<file path="src/hw/pllsr_params.svh">
// Register offsets, field positions and reset values of the PLL status readback block
`ifndef PLLSR_PARAMS_SVH
`define PLLSR_PARAMS_SVH

`define PLLSR_ADDR_W          10
`define PLLSR_ADDR_REFMON     10'h01A
`define PLLSR_ADDR_ZD_CTRL    10'h01E
`define PLLSR_ADDR_STATUS     10'h01F

`define PLLSR_REFMON_THR_BIT  6
`define PLLSR_REFMON_RST      8'h00

`define PLLSR_ZD_DIVSEL_HI    4
`define PLLSR_ZD_DIVSEL_LO    3
`define PLLSR_ZD_EXT_BIT      2
`define PLLSR_ZD_EN_BIT       1
`define PLLSR_ZD_MASK         8'h1E
`define PLLSR_ZD_RST          8'h00

`define PLLSR_ST_CAL_BIT      6
`define PLLSR_ST_HOLD_BIT     5
`define PLLSR_ST_REF2SEL_BIT  4
`define PLLSR_ST_VCOTHR_BIT   3
`define PLLSR_ST_REF2THR_BIT  2
`define PLLSR_ST_REF1THR_BIT  1
`define PLLSR_ST_LOCK_BIT     0

`define PLLSR_UNMAPPED_DATA   8'h00
`define PLLSR_RD_LATENCY      1

`endif

</file>
<file path="src/hw/pllsr_pkg.sv">
// Types shared by the PLL status readback block
package pllsr_pkg;
  typedef logic [9:0] pllsr_addr_t;
  typedef logic [7:0] pllsr_byte_t;
  typedef enum logic [1:0] {
    PLLSR_IDLE = 2'h0,
    PLLSR_RESP = 2'h1
  } pllsr_state_e;
endpackage

</file>
<file path="src/hw/pllsr_top.sv">
// PLL control and status readback register bank with its register access port
`timescale 1ns/1ps
`include "pllsr_params.svh"
module pllsr_top
  import pllsr_pkg::*;
(
  input  wire logic       mclk_in,
  input  wire logic       rst_n_in,
  input  wire logic [9:0] reg_addr_in,
  input  wire logic       reg_wr_in,
  input  wire logic [7:0] reg_wdata_in,
  input  wire logic       reg_rd_in,
  output logic      [7:0] reg_rdata_out,
  output logic            reg_rvalid_out,
  input  wire logic       vco_cal_done_in,
  input  wire logic       holdover_active_in,
  input  wire logic       second_ref_selected_in,
  input  wire logic       ref_diff_mode_in,
  input  wire logic       vco_above_thresh_in,
  input  wire logic       first_ref_above_lo_in,
  input  wire logic       first_ref_above_hi_in,
  input  wire logic       second_ref_above_lo_in,
  input  wire logic       second_ref_above_hi_in,
  input  wire logic       digital_lock_in,
  output logic            zero_delay_en_out,
  output logic            ext_zero_delay_en_out,
  output logic      [1:0] zd_feedback_div_sel_out,
  output logic            ref_thresh_sel_out
);
  pllsr_byte_t  zd_ctrl_q;
  pllsr_byte_t  zd_ctrl_d;
  pllsr_byte_t  refmon_q;
  pllsr_byte_t  refmon_d;
  pllsr_byte_t  rdata_q;
  pllsr_byte_t  rdata_d;
  pllsr_state_e state_q;
  pllsr_state_e state_d;
  pllsr_byte_t  status_live;
  pllsr_byte_t  status_byte;
  pllsr_byte_t  rd_mux;
  logic         hit_refmon;
  logic         hit_zd;
  logic         hit_status;
  logic         wr_refmon;
  logic         wr_zd;

  // Address decode
  assign hit_refmon = (reg_addr_in == `PLLSR_ADDR_REFMON);
  assign hit_zd     = (reg_addr_in == `PLLSR_ADDR_ZD_CTRL);
  assign hit_status = (reg_addr_in == `PLLSR_ADDR_STATUS);
  assign wr_refmon  = reg_wr_in & hit_refmon;
  assign wr_zd      = reg_wr_in & hit_zd;

  // Writes to the status address decode to nothing, so they fall away
  assign refmon_d = wr_refmon ? reg_wdata_in : refmon_q;
  assign zd_ctrl_d = wr_zd ? (reg_wdata_in & `PLLSR_ZD_MASK) : zd_ctrl_q;

  pllsr_status u_status (
    .thresh_sel_in          (refmon_q[`PLLSR_REFMON_THR_BIT]),
    .vco_cal_done_in        (vco_cal_done_in),
    .holdover_active_in     (holdover_active_in),
    .second_ref_selected_in (second_ref_selected_in),
    .ref_diff_mode_in       (ref_diff_mode_in),
    .vco_above_thresh_in    (vco_above_thresh_in),
    .ref_above_lo_in        ({second_ref_above_lo_in, first_ref_above_lo_in}),
    .ref_above_hi_in        ({second_ref_above_hi_in, first_ref_above_hi_in}),
    .status_out             (status_live)
  );

  // Lock result joins here so the submodule stays a pure monitor selector
  assign status_byte = status_live | {7'h00, digital_lock_in};

  // Status is sampled on the read edge itself; no stale copy is held
  assign rd_mux = hit_status ? status_byte :
                  hit_zd     ? zd_ctrl_q   :
                  hit_refmon ? refmon_q    : `PLLSR_UNMAPPED_DATA;
  assign rdata_d = reg_rd_in ? rd_mux : rdata_q;

  always_comb begin
    case (state_q)
      PLLSR_IDLE: state_d = reg_rd_in ? PLLSR_RESP : PLLSR_IDLE;
      PLLSR_RESP: state_d = reg_rd_in ? PLLSR_RESP : PLLSR_IDLE;
      default:    state_d = PLLSR_IDLE;
    endcase
  end

  always_ff @(posedge mclk_in) begin
    if (!rst_n_in) begin
      zd_ctrl_q <= `PLLSR_ZD_RST;
      refmon_q  <= `PLLSR_REFMON_RST;
      rdata_q   <= 8'h00;
      state_q   <= PLLSR_IDLE;
    end else begin
      zd_ctrl_q <= zd_ctrl_d;
      refmon_q  <= refmon_d;
      rdata_q   <= rdata_d;
      state_q   <= state_d;
    end
  end

  assign reg_rdata_out           = rdata_q;
  assign reg_rvalid_out          = (state_q == PLLSR_RESP);
  assign zero_delay_en_out       = zd_ctrl_q[`PLLSR_ZD_EN_BIT];
  // External mode only matters while zero delay itself is on
  assign ext_zero_delay_en_out   = zd_ctrl_q[`PLLSR_ZD_EN_BIT] & zd_ctrl_q[`PLLSR_ZD_EXT_BIT];
  assign zd_feedback_div_sel_out = zd_ctrl_q[`PLLSR_ZD_DIVSEL_HI:`PLLSR_ZD_DIVSEL_LO];
  assign ref_thresh_sel_out      = refmon_q[`PLLSR_REFMON_THR_BIT];

  logic rd_status;
  assign rd_status = reg_rd_in & hit_status;

  // Independent model of the status byte, placed bit by bit from the field positions
  logic        exp_first_reference_input_thr;
  logic        exp_second_reference_input_thr;
  pllsr_byte_t exp_status_byte;
  assign exp_first_reference_input_thr = ref_thresh_sel_out ? first_ref_above_hi_in : first_ref_above_lo_in;
  assign exp_second_reference_input_thr = ref_thresh_sel_out ? second_ref_above_hi_in : second_ref_above_lo_in;

  always_comb begin
    exp_status_byte                        = 8'h00;
    exp_status_byte[`PLLSR_ST_CAL_BIT]     = vco_cal_done_in;
    exp_status_byte[`PLLSR_ST_HOLD_BIT]    = holdover_active_in;
    exp_status_byte[`PLLSR_ST_REF2SEL_BIT] = second_ref_selected_in & ~ref_diff_mode_in;
    exp_status_byte[`PLLSR_ST_VCOTHR_BIT]  = vco_above_thresh_in;
    exp_status_byte[`PLLSR_ST_REF2THR_BIT] = exp_second_reference_input_thr;
    exp_status_byte[`PLLSR_ST_REF1THR_BIT] = exp_first_reference_input_thr;
    exp_status_byte[`PLLSR_ST_LOCK_BIT]    = digital_lock_in;
  end
endmodule

</file>
<file path="src/hw/pllsr_status.sv">
// Assembles the read-only status byte, all but the lock bit, from the live PLL conditions
`timescale 1ns/1ps
`include "pllsr_params.svh"
module pllsr_status
  import pllsr_pkg::*;
(
  input  wire logic       thresh_sel_in,
  input  wire logic       vco_cal_done_in,
  input  wire logic       holdover_active_in,
  input  wire logic       second_ref_selected_in,
  input  wire logic       ref_diff_mode_in,
  input  wire logic       vco_above_thresh_in,
  input  wire logic [1:0] ref_above_lo_in,
  input  wire logic [1:0] ref_above_hi_in,
  output pllsr_byte_t     status_out
);
  logic [1:0] ref_above;
  logic       second_reference_input_drives;

  // Index 0 is the first reference input, index 1 the second
  genvar g;
  generate
    for (g = 0; g < 2; g++) begin : g_ref
      assign ref_above[g] = thresh_sel_in ? ref_above_hi_in[g] : ref_above_lo_in[g];
    end
  endgenerate

  // Differential mode uses the first input path, so it never reports the second reference
  assign second_reference_input_drives = second_ref_selected_in & ~ref_diff_mode_in;

  assign status_out = {1'b0,
                       vco_cal_done_in,
                       holdover_active_in,
                       second_reference_input_drives,
                       vco_above_thresh_in,
                       ref_above[1],
                       ref_above[0],
                       1'b0};
endmodule

</file>
<file path="config.mk">
export PLATFORM = sky130hd
export DESIGN_NAME = pllsr_top
export DESIGN_NICKNAME = d
export VERILOG_FILES = /design/src/hw/pllsr_pkg.sv /design/src/hw/pllsr_top.sv /design/src/hw/pllsr_status.sv
export VERILOG_INCLUDE_DIRS = /design/src /design/src/hw
export SDC_FILE = /design/constraint.sdc
export NUM_CORES = 1
export LEC_CHECK = 0
export ABC_AREA = 1
export BUFFER_PORTS_ARGS = -buffer_cell sky130_fd_sc_hd__buf_2
export CORE_ASPECT_RATIO = 0.7
export CORE_MARGIN = 3
export CORE_UTILIZATION = 50
export CTS_BUF_LIST = sky130_fd_sc_hd__clkbuf_8
export DETAILED_ROUTE_END_ITERATION = 6
export PLACE_DENSITY = 0.81
export RECOVER_POWER = 50
export SKIP_CTS_REPAIR_TIMING = 1
export SLEW_MARGIN = 20
export SYNTH_ARGS = -nofsm -noshare
export SYNTH_HDL_FRONTEND = slang
export SYNTH_SLANG_ARGS = --single-unit
</file>
<file path="constraint.sdc">
create_clock -name mclk_in -period 1.8 [get_ports mclk_in]
set_clock_uncertainty 0.2 [all_clocks]
set_input_delay 0.09 -clock mclk_in [delete_from_list [all_inputs] [get_ports mclk_in]]
set_output_delay 0.09 -clock mclk_in [all_outputs]
set_load 0.02 [all_outputs]
</file>
# Word level (Yosys, flattened, before mapping)
# Cells that the tools add are included.
dict set report totals {
  reg_bits 22
  output_inout_bits 14
  word_cells 23
}
dict set report op_classes {
  eq_ne 4
  n_mux 6
  n_bitwise 6
  n_reduce_logical 3
}
# op count
set ops {}
lappend ops {{$eq 10x5->1 const B} 3}
lappend ops {{$mux 8} 3}
lappend ops {{$or 7x1->7} 1}
lappend ops {{$and 1x1->1} 4}
lappend ops {{$mux 1} 3}
lappend ops {{$eq 2x1->1 const B} 1}
lappend ops {{$logic_not 2->1} 1}
lappend ops {{$reduce_and 2->1} 1}
lappend ops {{$reduce_or 2->1} 1}
lappend ops {{$not 1->1} 1}

# Depth between registers and ports, before layout
dict set report depth {
  depth_word 4
  ltp_mapped 11
  ltp_nobuf 10
}

# Modules after synthesis
# A second synthesis with hierarchy kept.
dict set report hier_totals {
  hier_cells 158
  hier_area_um2 1141.1
}
# mod n_inst cells_each area_per_inst_um2 seq_area_each_um2
set modules_own_cells {}
lappend modules_own_cells {pllsr_top 1 142 1058.5 420.4}
lappend modules_own_cells {pllsr_status 1 16 82.6 0.0}

# Least setup slack after synthesis
# No wires, ideal clock.
dict set report synth_path {
  path_kind {register to register}
  startpoint {register refmon_q[6]}
  endpoint {register rdata_q[1] (netlist: reg_rdata_out[1])}
  arrival_ps 937
  required_time_ps 1484
  slack_ps 547
  path_stages_with_launch 6
  path_buffers 0
  synth_period_minus_slack_ps 1253
  path_cell_list {dfxtp_1 > or2_2 > o21ai_0 > a21oi_1 > nand2_1 > a21oi_1}
}
dict set report synth_via {
  elab_chain_cells 3
}
# element line_no
set synth_rtl {}
lappend synth_rtl {{start: declaration} pllsr_top.sv:32} ;# pllsr_byte_t refmon_q;
lappend synth_rtl {{start signal: assignment} pllsr_top.sv:90} ;# refmon_q <= `PLLSR_REFMON_RST;
lappend synth_rtl {{start signal: assignment} pllsr_top.sv:95} ;# refmon_q <= refmon_d;
lappend synth_rtl {{$mux 1} pllsr_status.sv:24} ;# assign ref_above[g] = thresh_sel_in ? ref_above_hi_in[g] : ref_above_lo_in[g];
lappend synth_rtl {{$or 7x1->7} pllsr_top.sv:71} ;# assign status_byte = status_live | {7'h00, digital_lock_in};
lappend synth_rtl {{$mux 8 (no source line)} n/a}
lappend synth_rtl {{end signal: assignment} pllsr_top.sv:96} ;# rdata_q <= rdata_d;
lappend synth_rtl {{end: declaration} pllsr_top.sv:34} ;# pllsr_byte_t rdata_q;
# No other way between the ends.
# A chain may end at the register's enable or synchronous reset.

==> summary.md <==
| Metric | Value |
|---|---|
| Final worst-path cycle share | 0.842 |
| Hold Path Class | in -> reg |
| Compound-gate portion of the synthesized area | 0.140 |
| Largest net degree at the start of global routing | 19 |
| Yosys top cell by area | dfxtp_1 |
| Largest family of logic cells by synthesized area | simple AND/OR/NAND/NOR gates |
| Vias | ~1200 |
| Remaining Overflow, GRT | 0 |
| Post-Synth Adder-Cell Area | 0 |
| Net switching power | 0.000214 W |
| Final setup TNS | 0 ns |
| Setup ws final | roughly 0.28 ns |
| Flop pwr share | 0.529 |
| Vias in the first global route | 969 |
| Number of buffers created by CTS | 3 |
| Clk network pwr share | 0.335 |
| Layout cells sized above 1 | 0.209 |
| Seq cells post-synth | 21 |
| Multiplexer share of the synthesized area | 0 |
| Synth-to-Final Area Change | 36.3% |
| Ports | 46 |
| Post-synthesis instance area | roughly 1000 um2 |
| Clk pin slew, worst setup/hold paths | ~0.07 ns |
| CTS tree | yes |
| # setup viols final | 0 |
| CP peak stage delay | 0.52 ns |
| Worst hold slack | -0.00857 ns |
| Post-Route WL | 2.98 mm |
| XOR/XNOR Fraction of Synth Area | 0 |
| Static Leak | 0.702 nW |
| Setup crit start kind | input pin |
| Mean routed wirelength per cell | 12.6 um |
| Total of max-cap violations | 0 |
| Critical Path RT | 1.74 ns |
| Die area | 2680 um2 |
| Post-synth top area share | 0.403 |
| CP max FO | 10 |
| Post-Synthesis Cells | 157 |
| Syn nets | 189 |
| Int Pwr | 0.000683 W |
| Fmax | between 600 and 700 MHz |
| Post-DP HPWL | around 2 mm |
| Yosys cell types | 22 |
| Core area | ~1900 um2 |
| Worst EP arrival | 1.45 ns |
| # rows | 13 |
| Antenna violations before repair | 0 |
| Fin. max-slew vios | 0 |
| Antenna Nets Post-Route | 0 |
| Root Driver | clkbuf_8 |
| Cell Chain, Critical Path | dlygate4sd3_1, buf_2, clkinv_1, a21oi_1, a21oi_1 |
| Tightest Pin Transition | 0.523 ns |
| Die X | 60.6 um |
| Top cells by count, synth | nand2_1 (32), nor2_1 (30), dfxtp_1 (21), inv_1 (21), a21oi_1 (13) |
| Critical path type | in -> reg |
| Fill count | 166 |
| Top cells by area, synth | dfxtp_1 (40%), nand2_1 (12%), nor2_1 (11%) |
| Drt first-iter violations | 49 |
| Post-synth EDFFs | 0 |
| Post-Synth Simple-Gate Area | 0.339 |
| Clk_lat worst skew | 0.26 ns |
| Crit-path slowest cell | dlygate4sd3_1 |
| CP Launch Point | reg_rd_in |
| Routability Congestion | 0.781 |
| Failing checks | hold timing |
| Status | complete, but fails checks |
| Final hold violations | 2 |
| Area of the multi-input gates | between 400 and 500 um2 |
| Dpl ws | 0.327 ns |
| Gr usage total | 0.202 |
| Mapped Avg Cell Area | roughly 6.6 um2 |
| H-tree levels | 1 |
| Reg-to-Reg Start | refmon_q[6] |
| Via density | 5.05 |
| Relative slew slack | 0.650 |
| Min-delay src | rst_n_in |
| Ys Warns | 0 |
| DRC viols | 0 |
| VDD IR-drop max | 0.000599 V |
| Fin cells | 237 |
| Maximum clock path buffer count | 2 |
| Logic gate share of total power | 0.137 |
| Crit end category | flip-flop |
| Net Sw Frac | 0.239 |
| Crit-path most repeated cell | a21oi_1 |
| Port buffer count | 45 |
| First-pass GRT wire length | 4.03 mm |
| Drt pass-1 iters | 4 |
| DP Cell Count | 219 |
| Post-synthesis sequential area ratio | 0.403 |
| Async SR Flop Fraction | 0 |
| Die height | 44.2 um |
| RSZ-0062 raised after global routing | false |
| Fin nets | between 200 and 250 |
| Antenna cell count | 0 |
| Minimum clock period after layout | 1.52 ns |
| Register Area | 420 um2 |
| Initial core utilization | 0.544 |
| Power density cells | 631 nW/um2 |
| Synth Flop Type | dfxtp_1 |
| Clk sinks | 21 |
| Top-count cell post-synth | nand2_1 |
-- power by group through the flow --
| stage | combinational (W) | clock (W) | sequential (W) |
|---|---|---|---|
| after floorplan | 0.0000363 | 0 | 0.000493 |
| after global placement | 0.0000944 | 0 | 0.000484 |
| after detailed placement | 0.0000972 | 0 | 0.000485 |
| after CTS | 0.0000982 | 0.000307 | 0.000474 |
| after global routing | 0.000135 | 0.000315 | 0.000475 |
| final | 0.000123 | 0.000300 | 0.000474 |
-- area by class of cell --
class,count,share of cell area
Multi-Input combinational cell,108,0.347
Sequential cell,21,0.296
Timing Repair Buffer,59,0.245
Inverter,23,0.0616
Clock buffer,3,0.0290
Tap cell,22,0.0193
Clock inverter,1,0.00264
-- per-layer routing --
metal  track usage  up-vias  share of wire
met2         0.358       70           0.47
met4        0.0519        0          0.022
met1         0.238      512           0.42
met3        0.0612       12          0.082
li1              -      602              -
met5             0        -              0
-- registers in the layout (all words and copies together) (netlist names) --
name and count:
state_q 1, refmon_q 8, zd_ctrl_q 4, reg_rdata_out 8
-- cell families (layout without fill, tap and decap cells) --
group                  count (synthesis)  in the layout
AND/OR/NAND/NOR                       80             80
flip-flops                            21             21
AO/OA/AOI/OAI                         28             28
buffers and inverters                 28             86
-- worst paths after layout --
| check | cells after the start | slack [ns] | end |
|---|---|---|---|
| setup reg to reg | 5 | 0.52 | reg_rdata_out[2] |
| hold reg to reg | 2 | 0.27 | reg_rdata_out[7] |
| setup / recovery | 5 | 0.28 | reg_rdata_out[6] |
| hold / removal | 3 | -0.009 | refmon_q[6] |
-- metrics by stage --
stage / total power [W] / hold slack [ns] / cell area, um2 / utilization
after floorplan: 0.000529 / -0.0165 / 1040 / -
after global placement: 0.000579 / 0.110 / 1260 / 0.657
after detailed placement: 0.000582 / 0.123 / 1260 / 0.657
after CTS: 0.000879 / -0.146 / 1310 / 0.681
after global routing: 0.000924 / 0.0245 / 1420 / 0.741
final: 0.000897 / -0.00857 / 1420 / 0.741
-- layout by cell type, fill, tap and decap left out, types with 2 or more instances in the layout --
| cell | synthesis | layout |
|---|---|---|
| nor2_2 | 2 | 2 |
| nand3_1 | 7 | 7 |
| clkbuf_8 | 0 | 3 |
| or2_2 | 2 | 2 |
| o211ai_1 | 2 | 2 |
| nor2_4 | 2 | 2 |
| dfxtp_1 | 21 | 21 |
| a21oi_1 | 13 | 13 |
| buf_2 | 1 | 32 |
| nand2_1 | 32 | 33 |
| dlygate4sd3_1 | 0 | 14 |
| inv_1 | 21 | 22 |
| clkbuf_1 | 1 | 13 |
| nand2_2 | 2 | 2 |
| nor2_1 | 30 | 30 |
| o21ai_0 | 12 | 12 |
-- worst max-delay path: cells and delay by family --
| family | cells | cell delay, ns |
|---|---|---|
| compound gates | 2 | 0.40 |
| buf+inv | 3 | 0.95 |
Note: power is estimated with default switching activity, not from simulation.
